===== src/dpp_pkg.sv =====
// Purpose: Shared constants and types for the dual parallel port block
// Assumes: 8-bit host register port, byte offsets as printed
// Notes:   Group 0 ports occupy pin bits 23:0, group 1 ports bits 47:24
package dpp_pkg;

   // Register offsets
   localparam logic [5:0] OFF_G0_PA   = 6'h00;
   localparam logic [5:0] OFF_G0_PB   = 6'h01;
   localparam logic [5:0] OFF_G0_PC   = 6'h02;
   localparam logic [5:0] OFF_G0_CTL  = 6'h03;
   localparam logic [5:0] OFF_G1_PA   = 6'h04;
   localparam logic [5:0] OFF_G1_PB   = 6'h05;
   localparam logic [5:0] OFF_G1_PC   = 6'h06;
   localparam logic [5:0] OFF_G1_CTL  = 6'h07;
   localparam logic [5:0] OFF_CNT0    = 6'h18;
   localparam logic [5:0] OFF_CNT1    = 6'h19;
   localparam logic [5:0] OFF_CNT2    = 6'h1A;
   localparam logic [5:0] OFF_CNT_CTL = 6'h1B;
   localparam logic [5:0] OFF_IRQ     = 6'h20;

   // Port and counter geometry
   localparam int PORT_W   = 8;
   localparam int NIB_W    = 4;
   localparam int PINS     = 48;
   localparam int NPORTS   = 6;
   localparam int NSECT    = 8;
   localparam int NCNT     = 3;
   localparam int G0_PC0   = 16;
   localparam int G0_PC4   = 20;
   localparam int G1_PC0   = 40;
   localparam int G1_PC4   = 44;
   localparam logic [2:0] G1_BYTE_BASE = 3'h3;

   // Direction control word fields, 1 = input
   localparam int CW_PCL = 0;
   localparam int CW_PB  = 1;
   localparam int CW_PCH = 3;
   localparam int CW_PA  = 4;

   // Interrupt control/status fields
   localparam int IRQ_M0_LO = 0;
   localparam int IRQ_E0    = 2;
   localparam int IRQ_F0    = 3;
   localparam int IRQ_M1_LO = 4;
   localparam int IRQ_E1    = 6;
   localparam int IRQ_F1    = 7;

   // Counter control word fields
   localparam int CTL_SC_LO = 6;
   localparam int CTL_M_LO  = 1;
   localparam int CTL_PERIODIC = 1;

   // Reset values and counter constants
   localparam logic [7:0]  REG_RST  = 8'h00;
   localparam logic [47:0] OUT_RST  = 48'h0000_0000_0000;
   localparam logic [15:0] CNT_RST  = 16'h0000;
   localparam logic [15:0] CNT_ONE  = 16'h0001;
   localparam logic [15:0] CNT_TWO  = 16'h0002;

   // Interrupt source selection per channel
   typedef enum logic [1:0] {
      DPP_SRC_OFF = 2'b00,
      DPP_SRC_PC0 = 2'b01,
      DPP_SRC_CNT = 2'b10,
      DPP_SRC_PC4 = 2'b11
   } dpp_src_t;

   // Counter load sequence, Gray along idle -> msb wait -> run
   typedef enum logic [1:0] {
      DPP_CST_IDLE = 2'b00,
      DPP_CST_MSB  = 2'b01,
      DPP_CST_RUN  = 2'b11
   } dpp_cst_t;

endpackage


===== src/dpp_counter.sv =====
// Purpose: One 16-bit down counter with load sequence, gate and output
// Assumes: tick is a one-cycle pulse marking a rising edge of its source
// Notes:   Modes with bit 1 set reload and pulse; others run to terminal count
`timescale 1ns/10ps
module dpp_counter
   import dpp_pkg::*;
(
   input  wire logic       clk,
   input  wire logic       rst_b,
   input  wire logic       tick,
   input  wire logic       gate,
   input  wire logic       load_wr,
   input  wire logic       mode_wr,
   input  wire logic [7:0] wdata,
   output logic            cnt_out
);

   logic [2:0]  mode_ff;
   logic [15:0] reload_ff;
   logic [15:0] count_ff;
   dpp_cst_t    state_ff;
   logic        out_ff;

   wire         periodic = mode_ff[CTL_PERIODIC];
   wire         run_tick = (state_ff == DPP_CST_RUN) && tick && gate;
   wire [15:0]  count_dec = count_ff - CNT_ONE;

   assign cnt_out = out_ff;

   // Mode write parks the counter; LSB then MSB arms it
   always_ff @(posedge clk or negedge rst_b) begin
      if (!rst_b) begin
         mode_ff   <= 3'h0;
         reload_ff <= CNT_RST;
         count_ff  <= CNT_RST;
         state_ff  <= DPP_CST_IDLE;
         out_ff    <= 1'b0;
      end else if (mode_wr) begin
         mode_ff  <= wdata[CTL_M_LO +: 3];
         state_ff <= DPP_CST_IDLE;
         out_ff   <= wdata[CTL_M_LO + CTL_PERIODIC];
      end else if (load_wr) begin
         case (state_ff)
            DPP_CST_MSB: begin
               reload_ff[15:8] <= wdata;
               count_ff        <= {wdata, reload_ff[7:0]};
               state_ff        <= DPP_CST_RUN;
               out_ff          <= periodic;
            end
            default: begin
               reload_ff[7:0] <= wdata;
               state_ff       <= DPP_CST_MSB;
            end
         endcase
      end else if (run_tick) begin
         // Zero loads as a full 65536 count through natural wrap
         if (periodic && count_ff == CNT_ONE) begin
            count_ff <= reload_ff;
            out_ff   <= 1'b1;
         end else begin
            count_ff <= count_dec;
            if (periodic) begin
               out_ff <= (count_ff != CNT_TWO);
            end else if (count_ff == CNT_ONE) begin
               out_ff <= 1'b1;
            end
         end
      end
   end

endmodule


===== src/dpp_top.sv =====
// Purpose: Two mode-0 parallel port groups with retention, interrupts, counters
// Assumes: por_b falls only on loss of supply; rst_b is also asserted at power-up
// Notes:   Pins are split into in/out/oe; pull-ups sit outside the block
//
// Contract
// - Two groups of ports A, B, C; port C halves directed independently.
// - Control word at offset 3 sets group 0, offset 7 group 1.
// - Strap-forced output sections ignore direction bits of control words.
// - A port turned output drives its latch value at once.
// - Host can read back the driven value of every output port.
// - Without retention, software ports leave reset as inputs, pulled high.
// - Strap-forced ports leave reset as outputs driving 0 unless restored.
// - Retention strap restores direction and latch values after hot reset.
// - Loss of supply discards retained state; defaults apply next power-up.
// - Port C bit 0 of each group feeds the interrupt logic.
// - Register at offset 32 selects the interrupt sources.
// - Interrupt output pin high while an interrupt pends, low once cleared.
// - Three 16-bit down counters with clock, gate and output.
// - Counter clock strap picks pin or internal; 10 MHz for 0 and 2.
// - Counter 1 internal clock is counter 0 output, cascading to 32 bits.
// - External clock on counter 0 with cascade forms 32-bit event counter.
// - Counter 2 is timer on internal clock, event counter on pin.
// - Counter 1 and counter 2 outputs feed the interrupt logic.
// - Gates are high by default yet drivable from connector gate pins.
// - Edge bit 1 triggers on rising, 0 on falling source edge.
// - Flag reads 1 while pending, clears on writing 1.
`timescale 1ns/10ps
module dpp_top
   import dpp_pkg::*;
(
   input  wire logic        clk,
   input  wire logic        rst_b,
   input  wire logic        por_b,
   input  wire logic [5:0]  bus_addr,
   input  wire logic        bus_wr,
   input  wire logic        bus_rd,
   input  wire logic [7:0]  bus_wdata,
   output logic [7:0]       bus_rdata,
   input  wire logic [47:0] port_in,
   output logic [47:0]      port_out,
   output logic [47:0]      port_oe,
   input  wire logic        state_retention_strap,
   input  wire logic        group0_porta_direction_strap,
   input  wire logic        group0_portb_direction_strap,
   input  wire logic        group0_portc_low_direction_strap,
   input  wire logic        group0_portc_high_direction_strap,
   input  wire logic        group1_porta_direction_strap,
   input  wire logic        group1_portb_direction_strap,
   input  wire logic        group1_portc_low_direction_strap,
   input  wire logic        group1_portc_high_direction_strap,
   input  wire logic        counter0_clock_select_strap,
   input  wire logic        counter1_clock_select_strap,
   input  wire logic        counter2_clock_select_strap,
   input  wire logic        int_clock_10m,
   input  wire logic        counter0_ext_clock_pin,
   input  wire logic        counter1_ext_clock_pin,
   input  wire logic        counter2_ext_clock_pin,
   input  wire logic        counter0_gate_pin,
   input  wire logic        counter1_gate_pin,
   input  wire logic        counter2_gate_pin,
   output logic             counter0_output_pin,
   output logic             counter1_output_pin,
   output logic             counter2_output_pin,
   output logic             int_out_pin,
   output logic             host_irq
);

   // Section index: group*4 + {0 A, 1 B, 2 C low, 3 C high}
   function automatic logic [47:0] expand(input logic [7:0] s);
      expand = {{NIB_W{s[7]}}, {NIB_W{s[6]}}, {PORT_W{s[5]}}, {PORT_W{s[4]}},
                {NIB_W{s[3]}}, {NIB_W{s[2]}}, {PORT_W{s[1]}}, {PORT_W{s[0]}}};
   endfunction

   // Channel source pick from the two mode bits
   function automatic logic pick(input logic [1:0] m, input logic pc0,
                                 input logic cnt, input logic pc4);
      case (dpp_src_t'(m))
         DPP_SRC_PC0: pick = pc0;
         DPP_SRC_CNT: pick = cnt;
         DPP_SRC_PC4: pick = pc4;
         default:     pick = 1'b0;
      endcase
   endfunction

   logic [7:0]  dir_ff;
   logic [47:0] out_ff;
   logic [47:0] oe_ff;
   logic        run_ff;
   logic [7:0]  shadow_dir_ff;
   logic [47:0] shadow_out_ff;
   logic        retain_valid_ff;
   logic [7:0]  irq_ctl_ff;
   logic [1:0]  flag_ff;
   logic [5:0]  src_prev_ff;
   logic        int_out_ff;
   logic        host_irq_ff;
   logic [7:0]  rdata_ff;
   logic [2:0]  clk_prev_ff;
   logic [7:0]  nxt_dir;
   logic [47:0] nxt_out;
   logic [1:0]  nxt_flag;
   logic [NCNT-1:0] cnt_out;

   // Strap-forced sections, same order as dir_ff
   wire [7:0] strap_out = {group1_portc_high_direction_strap,
                           group1_portc_low_direction_strap,
                           group1_portb_direction_strap,
                           group1_porta_direction_strap,
                           group0_portc_high_direction_strap,
                           group0_portc_low_direction_strap,
                           group0_portb_direction_strap,
                           group0_porta_direction_strap};

   // Address decode
   wire       hit_ctl0  = bus_addr == OFF_G0_CTL;
   wire       hit_ctl1  = bus_addr == OFF_G1_CTL;
   wire       hit_irq   = bus_addr == OFF_IRQ;
   wire       hit_cctl  = bus_addr == OFF_CNT_CTL;
   wire       hit_g0    = (bus_addr == OFF_G0_PA) || (bus_addr == OFF_G0_PB) ||
                          (bus_addr == OFF_G0_PC);
   wire       hit_g1    = (bus_addr == OFF_G1_PA) || (bus_addr == OFF_G1_PB) ||
                          (bus_addr == OFF_G1_PC);
   wire       hit_port  = hit_g0 || hit_g1;
   wire [2:0] byte_idx  = hit_g1 ? 3'(bus_addr[1:0]) + G1_BYTE_BASE : 3'(bus_addr[1:0]);
   wire       wr_ok     = bus_wr && run_ff;
   wire       restore   = !run_ff && state_retention_strap && retain_valid_ff;

   // Mode-0 control word: a set bit means input
   wire [3:0] cw_out = {~bus_wdata[CW_PCH], ~bus_wdata[CW_PCL],
                        ~bus_wdata[CW_PB], ~bus_wdata[CW_PA]};

   // Input pins read live, outputs read their latch
   wire [47:0] view = (out_ff & oe_ff) | (port_in & ~oe_ff);

   // Direction and latch next values
   always_comb begin
      nxt_dir = dir_ff;
      nxt_out = out_ff;
      if (restore) begin
         nxt_dir = shadow_dir_ff;
         nxt_out = shadow_out_ff;
      end else if (wr_ok && hit_ctl0) begin
         nxt_dir[3:0] = cw_out;
      end else if (wr_ok && hit_ctl1) begin
         nxt_dir[7:4] = cw_out;
      end else if (wr_ok && hit_port) begin
         nxt_out[byte_idx*PORT_W +: PORT_W] = bus_wdata;
      end
   end

   // Working port state; reset gives inputs, latches zero
   always_ff @(posedge clk or negedge rst_b) begin
      if (!rst_b) begin
         dir_ff <= REG_RST;
         out_ff <= OUT_RST;
         oe_ff  <= OUT_RST;
         run_ff <= 1'b0;
      end else begin
         dir_ff <= nxt_dir;
         out_ff <= nxt_out;
         // Strap wins over software direction
         oe_ff  <= expand(nxt_dir | strap_out);
         run_ff <= 1'b1;
      end
   end

   // Pins follow latch and direction with no gating
   assign port_out = out_ff;
   assign port_oe  = oe_ff;

   // Retained copy lives only on the supply reset; frozen while rst_b holds run_ff low
   always_ff @(posedge clk or negedge por_b) begin
      if (!por_b) begin
         shadow_dir_ff   <= REG_RST;
         shadow_out_ff   <= OUT_RST;
         retain_valid_ff <= 1'b0;
      end else if (run_ff) begin
         shadow_dir_ff   <= dir_ff;
         shadow_out_ff   <= out_ff;
         retain_valid_ff <= 1'b1;
      end
   end

   // Interrupt sources and edge detect
   wire [1:0] src_lvl;
   assign src_lvl[0] = pick(irq_ctl_ff[IRQ_M0_LO +: 2], view[G0_PC0],
                            cnt_out[1], view[G0_PC4]);
   assign src_lvl[1] = pick(irq_ctl_ff[IRQ_M1_LO +: 2], view[G1_PC0],
                            cnt_out[2], view[G1_PC4]);
   wire [1:0] edge_sel = {irq_ctl_ff[IRQ_E1], irq_ctl_ff[IRQ_E0]};
   // History of every candidate, selected or not, so switching source is no edge
   wire [5:0] src_raw  = {view[G1_PC4], cnt_out[2], view[G1_PC0],
                          view[G0_PC4], cnt_out[1], view[G0_PC0]};
   wire [1:0] src_old;
   assign src_old[0] = pick(irq_ctl_ff[IRQ_M0_LO +: 2], src_prev_ff[0],
                            src_prev_ff[1], src_prev_ff[2]);
   assign src_old[1] = pick(irq_ctl_ff[IRQ_M1_LO +: 2], src_prev_ff[3],
                            src_prev_ff[4], src_prev_ff[5]);
   wire [1:0] rise     = src_lvl & ~src_old;
   wire [1:0] fall     = ~src_lvl & src_old;
   wire [1:0] fire     = (edge_sel & rise) | (~edge_sel & fall);
   wire       irq_wr   = bus_wr && hit_irq;
   wire [1:0] clr      = irq_wr ? {bus_wdata[IRQ_F1], bus_wdata[IRQ_F0]} : 2'b00;

   // New edge beats a clear in the same cycle
   assign nxt_flag = fire | (flag_ff & ~clr);

   // Interrupt control and flags
   always_ff @(posedge clk or negedge rst_b) begin
      if (!rst_b) begin
         irq_ctl_ff  <= REG_RST;
         flag_ff     <= 2'b00;
         src_prev_ff <= 6'h00;
         int_out_ff  <= 1'b0;
         host_irq_ff <= 1'b0;
      end else begin
         if (irq_wr) begin
            irq_ctl_ff <= bus_wdata;
         end
         flag_ff     <= nxt_flag;
         src_prev_ff <= src_raw;
         int_out_ff  <= |nxt_flag;
         host_irq_ff <= |nxt_flag;
      end
   end

   assign int_out_pin = int_out_ff;
   assign host_irq    = host_irq_ff;

   // Read data; flags replace the stored flag positions
   wire [7:0] irq_view = {flag_ff[1], irq_ctl_ff[IRQ_E1:IRQ_M1_LO],
                          flag_ff[0], irq_ctl_ff[IRQ_E0:IRQ_M0_LO]};
   wire [7:0] rd_mux   = hit_port ? view[byte_idx*PORT_W +: PORT_W] :
                         hit_irq  ? irq_view : REG_RST;

   always_ff @(posedge clk or negedge rst_b) begin
      if (!rst_b) begin
         rdata_ff <= REG_RST;
      end else if (bus_rd) begin
         rdata_ff <= rd_mux;
      end
   end

   assign bus_rdata = rdata_ff;

   // Clock source routing; strap high picks the internal source
   wire [2:0] clk_sel = {counter2_clock_select_strap, counter1_clock_select_strap,
                         counter0_clock_select_strap};
   wire [2:0] clk_int = {int_clock_10m, cnt_out[0], int_clock_10m};
   wire [2:0] clk_ext = {counter2_ext_clock_pin, counter1_ext_clock_pin,
                         counter0_ext_clock_pin};
   wire [2:0] clk_lvl = (clk_sel & clk_int) | (~clk_sel & clk_ext);
   wire [2:0] tick    = clk_lvl & ~clk_prev_ff;
   // Open gate pins are pulled high outside, so gating defaults on
   wire [2:0] gate    = {counter2_gate_pin, counter1_gate_pin, counter0_gate_pin};
   wire [1:0] cnt_sel = bus_wdata[CTL_SC_LO +: 2];

   always_ff @(posedge clk or negedge rst_b) begin
      if (!rst_b) begin
         clk_prev_ff <= 3'h0;
      end else begin
         clk_prev_ff <= clk_lvl;
      end
   end

   // Three identical counters
   genvar i;
   generate
      for (i = 0; i < NCNT; i++) begin : g_cnt
         dpp_counter u_cnt (
            .clk     (clk),
            .rst_b   (rst_b),
            .tick    (tick[i]),
            .gate    (gate[i]),
            .load_wr (bus_wr && (bus_addr == OFF_CNT0 + 6'(i))),
            .mode_wr (bus_wr && hit_cctl && (cnt_sel == 2'(i))),
            .wdata   (bus_wdata),
            .cnt_out (cnt_out[i])
         );
      end
   endgenerate

   assign counter0_output_pin = cnt_out[0];
   assign counter1_output_pin = cnt_out[1];
   assign counter2_output_pin = cnt_out[2];

endmodule


===== config.mk =====
export PLATFORM = sky130hd
export DESIGN_NAME = dpp_top
export DESIGN_NICKNAME = d
export VERILOG_FILES = /design/src/dpp_pkg.sv /design/src/dpp_counter.sv /design/src/dpp_top.sv
export SDC_FILE = /design/constraint.sdc
export NUM_CORES = 1
export LEC_CHECK = 0
export ABC_AREA = 1
export BUFFER_PORTS_ARGS = -buffer_cell sky130_fd_sc_hd__buf_2
export CAP_MARGIN = 20
export CORE_ASPECT_RATIO = 0.6
export CORE_MARGIN = 4
export CORE_UTILIZATION = 50
export DETAILED_ROUTE_END_ITERATION = 10
export HOLD_SLACK_MARGIN = 0.15
export PLACE_DENSITY = 0.71
export SLEW_MARGIN = 20
export SYNTH_ARGS = -nofsm -noshare
export SYNTH_HDL_FRONTEND = slang
export SYNTH_HIERARCHICAL = 1
export SYNTH_SLANG_ARGS = --single-unit

===== constraint.sdc =====
create_clock -name clk -period 2.5 [get_ports clk]
set_clock_uncertainty 0.1 [all_clocks]
set_input_delay 0.375 -clock clk [delete_from_list [all_inputs] [get_ports clk]]
set_output_delay 0.375 -clock clk [all_outputs]
set_load 0.02 [all_outputs]

==> results.py <==
metrics = {
    "power": {
        "p_leak_uw": 0.00945,
        "ir_drop_mv": 0.572,
        "p_per_area_nw_per_um2": 731,
        "power.total_uw": 13200,
    },
    "drt": {
        "drcViolationCount": 0,
        "routed_via_density": 5.38,
        "detail_route.wirelength_um": 47500,
        "drtPass1Iterations": 6,
        "ant_nets": 0,
        "via_count": 14400,
        "avgRoutedWirePerCell_um": 17.8,
        "drtIter0Drc": 1829,
    },
    "critical_path": {
        "critPathMaxStageDelay_ns": 0.57,
        "reg2reg_slack_ns": 0.25,
        "cp_common_cell": "nand2_1",
        "crit_arrival_ns": 2.66,
        "reg2reg_depth": 9,
        "cp_max_fo": 3,
        "rr_startpoint": "run_ff",
        "critical_path_buf_inv_count": 4,
        "cp.required_ns": 2.84,
        "end_kind": "register",
        "path_cells": "dlygate4sd3_1, buf_2, nand3_1, nor3_1, nand2_1, nor2_1, inv_1, nand2_2, buf_4, nor2_1, a21oi_1, nand2_1, nand2_1, nand2_1",
        "rr_endpoint": "port_out[36]",
        "cp_slowest_cell": "dlygate4sd3_1",
        "crit_type": "input port to register",
        "critical_path.top_delay_family": "simple AND/OR/NAND/NOR gates",
        "startpoint_type": "input port",
    },
    "worst_hold_path": {
        "worstHoldPathCells": 3,
        "holdPathEnd": "g_cnt[2].u_cnt/reload_ff[1]",
        "hp-class": "input port to register",
        "hold_path.startpoint": "bus_wdata[1]",
    },
    "yosys": {
        "synth-seq-area-share": 0.430,
        "syn-num-nets": 2107,
        "yosysWarnings": 6,
        "netlist.area_leader.share": 0.430,
        "yosysTopAreaCell": "dfrtp_1",
        "ys_seq_elements": 256,
        "synthFlopType": "dfrtp_1",
        "synth-edff-count": 0,
        "async_flop_share": 1.00,
        "syn_inst": 2007,
        "netlist_area_um2": 14900,
        "postSynthAreaPerCell_um2": 7.42,
        "synth_cell_type_count": 46,
        "yosys-top-cells-area": "dfrtp_1 43%, nand2_1 17%, nand3_1 6.1%",
    },
    "grt": {
        "grt.busiest_layer": "met1",
        "grt_util_met2": 0.378,
        "use_met3": 0.0797,
        "grt_pass1_vias": 12900,
        "grt.total_usage": 0.284,
        "antenna_found_initial": 1,
        "grt_max_degree": 111,
        "use_met1": 0.458,
        "grt_pass1_wl_um": 73800,
        "grt-ovfl-total": 0,
    },
    "place": {
        "hpwl_um": 35600,
        "gp_congestion": 1.02,
        "pre_cts_ws_ns": -0.268,
        "placed_area_um2": 16800,
        "portBuffers": 194,
    },
    "cts": {
        "clock_path_buffers": 3,
        "cts_setup_buffers": 0,
        "cts_made_buffers": 26,
        "clkTransAtPathRegs_ns": 0.06,
        "clk_latency_ns": 0.56,
        "root_buffer": "clkbuf_16",
        "htree_levels": 1,
        "cts_sinks": 256,
        "cts_tree": "yes",
        "cts.repair.resized": 0,
    },
    "timing": {
        "worstMarginPinSlew_ns": 0.687,
        "setup_viol": 0,
        "hold_ws_ns": 0.172,
        "hold_viol": 0,
        "max_freq_mhz": 431,
        "period_minus_slack_ns": 2.32,
        "rsz0062_at_grt": "no",
        "drv_slew": 0,
        "worst_slew_margin_rel": 0.542,
        "postLayoutSetupSlackWorst_ns": 0.180,
        "timing.final.crit_share": 0.928,
    },
    "finish": {
        "fillers": 2661,
        "area_delta_synth_final_pct": 20.7,
        "fin_util": 0.619,
        "nNetsFinal": 2352,
        "final_area_um2": 18000,
        "drive_above_1_share": 0.226,
    },
    "floorplanning": {
        "fp-row-count": 48,
        "core_area_um2": 29100,
        "start_util": 0.513,
        "die_h_um": 142,
        "die_w_um": 231,
        "ios": 195,
        "dieArea_um2": 32700,
    },
    "job": {
        "maxCapViolations": 0,
    },
    "status": {
        "status": "completed",
    },
}
==> kinds of logic after synthesis <==
family / Yosys count / synth area share
AND/OR/NAND/NOR: 1086 / 0.322
buffers and inverters: 351 / 0.108
AO/OA/AOI/OAI: 256 / 0.0979
flip-flops: 256 / 0.430
multiplexers: 37 / 0.0261
adder cells (fa/ha/maj): 14 / 0.0118
XOR/XNOR: 6 / 0.00353
other: 1 / 0.000252
==> cell usage in the layout, fill, tap and decap left out, drive strengths merged, types with 4 or more instances in the layout <==
cell type,Yosys,final
a21oi,36,36
nor2,157,157
xnor2,6,6
mux2i,22,22
o22ai,31,31
a22oi,4,4
nor3,7,7
mux2,15,15
nand3b,6,6
nand2,691,691
o211ai,24,24
buf,94,308
nand4,22,22
inv,228,228
clkbuf,24,34
clkinv,5,15
o21ai,160,160
nand3,187,187
dlygate4sd3,0,26
ha,14,14
dfrtp,256,256
or2,12,12
==> registers in the layout, summed over array words and instances (netlist names), 2 cells and up <==
register,count
shadow_dir_ff,8
dir_ff,8
port_out,48
clk_prev_ff,3
g_cnt.u_cnt/cnt_out,3
shadow_out_ff,48
src_prev_ff,6
bus_rdata,8
g_cnt.u_cnt/reload_ff,48
g_cnt.u_cnt/count_ff,48
flag_ff,2
port_oe,8
irq_ctl_ff,6
g_cnt.u_cnt/mode_ff,3
g_cnt.u_cnt/state_ff,6
==> power breakdown <==
group | total, uW | switching, uW | internal [uW]
Sequential | 5180 | 531 | 4650
Combinational | 3780 | 2430 | 1350
Clock | 4190 | 1760 | 2430
==> synthesized netlist by cell type, types with 4 or more instances <==
cell,count
a21oi_1,21
ha_1,14
nor2_4,16
inv_1,215
buf_2,28
nor3_1,5
nand2_2,13
inv_2,12
buf_4,47
buf_6,11
xnor2_1,6
nand3_1,181
nor2_2,30
nand4_1,20
or2_2,9
nand2_1,674
buf_1,8
clkinv_1,5
nand3_2,6
o211ai_1,24
nor2_1,111
a22oi_1,4
nand3b_1,6
mux2_2,15
clkbuf_1,23
mux2i_1,22
o22ai_1,31
o21ai_0,152
dfrtp_1,256
o21ai_1,5
a21oi_2,15
==> cell type report <==
cell class                 instances  area [um^2]  share of cell area
tap                              400          500              0.0278
antenna                            1         2.50            0.000139
sequential                       256         6410               0.356
timing repair buffer             335         2230               0.124
clock inverter                    15          170             0.00946
multi-input combinational       1400         7020               0.390
inverter                         233          917              0.0510
clock buffer                      33          747              0.0415
==> how the worst max path moves through the flow <==
stage,end,cells after the start,from
after floorplan,port_out[16],18,bus_addr[1]
final,g_cnt[2].u_cnt/cnt_out,14,bus_wr
after detailed placement,port_out[36],17,bus_addr[1]
after global placement,port_out[15],16,bus_addr[1]
after global routing,g_cnt[2].u_cnt/cnt_out,14,bus_wr
after CTS,g_cnt[2].u_cnt/cnt_out,14,bus_wr
==> tightest hold or removal path, delay by kind of cell <==
family / cells / cell delay, ns
and+or+nand+nor: 1 / 0.11
AOI/OAI and AO/OA: 1 / 0.07
buffers and inverters: 1 / 0.23
==> metal layers <==
| layer | up-vias | wire (um) | part of all wire |
|---|---|---|---|
| met3 | 51 | 5420 | 0.11 |
| met2 | 652 | 18700 | 0.39 |
| met5 | - | 0 | 0 |
| li1 | 6841 | - | - |
| met1 | 6832 | 22500 | 0.47 |
| met4 | 0 | 829 | 0.017 |
==> metrics by stage <==
step / instances / setup TNS, ns
4_1_cts: 2672 / 0
2_1_floorplan: 2007 / -0.385
3_3_place_gp: 2598 / -4.86
6_report: 2673 / 0
5_1_grt: 2673 / 0
3_5_place_dp: 2598 / -9.60
==> repair_timing <==
action	CTS	global route
hold buffers	26	0
endpoints found under the hold margin	192	0
setup endpoints to repair	0	0
Note: power is estimated with default switching activity, not from simulation.
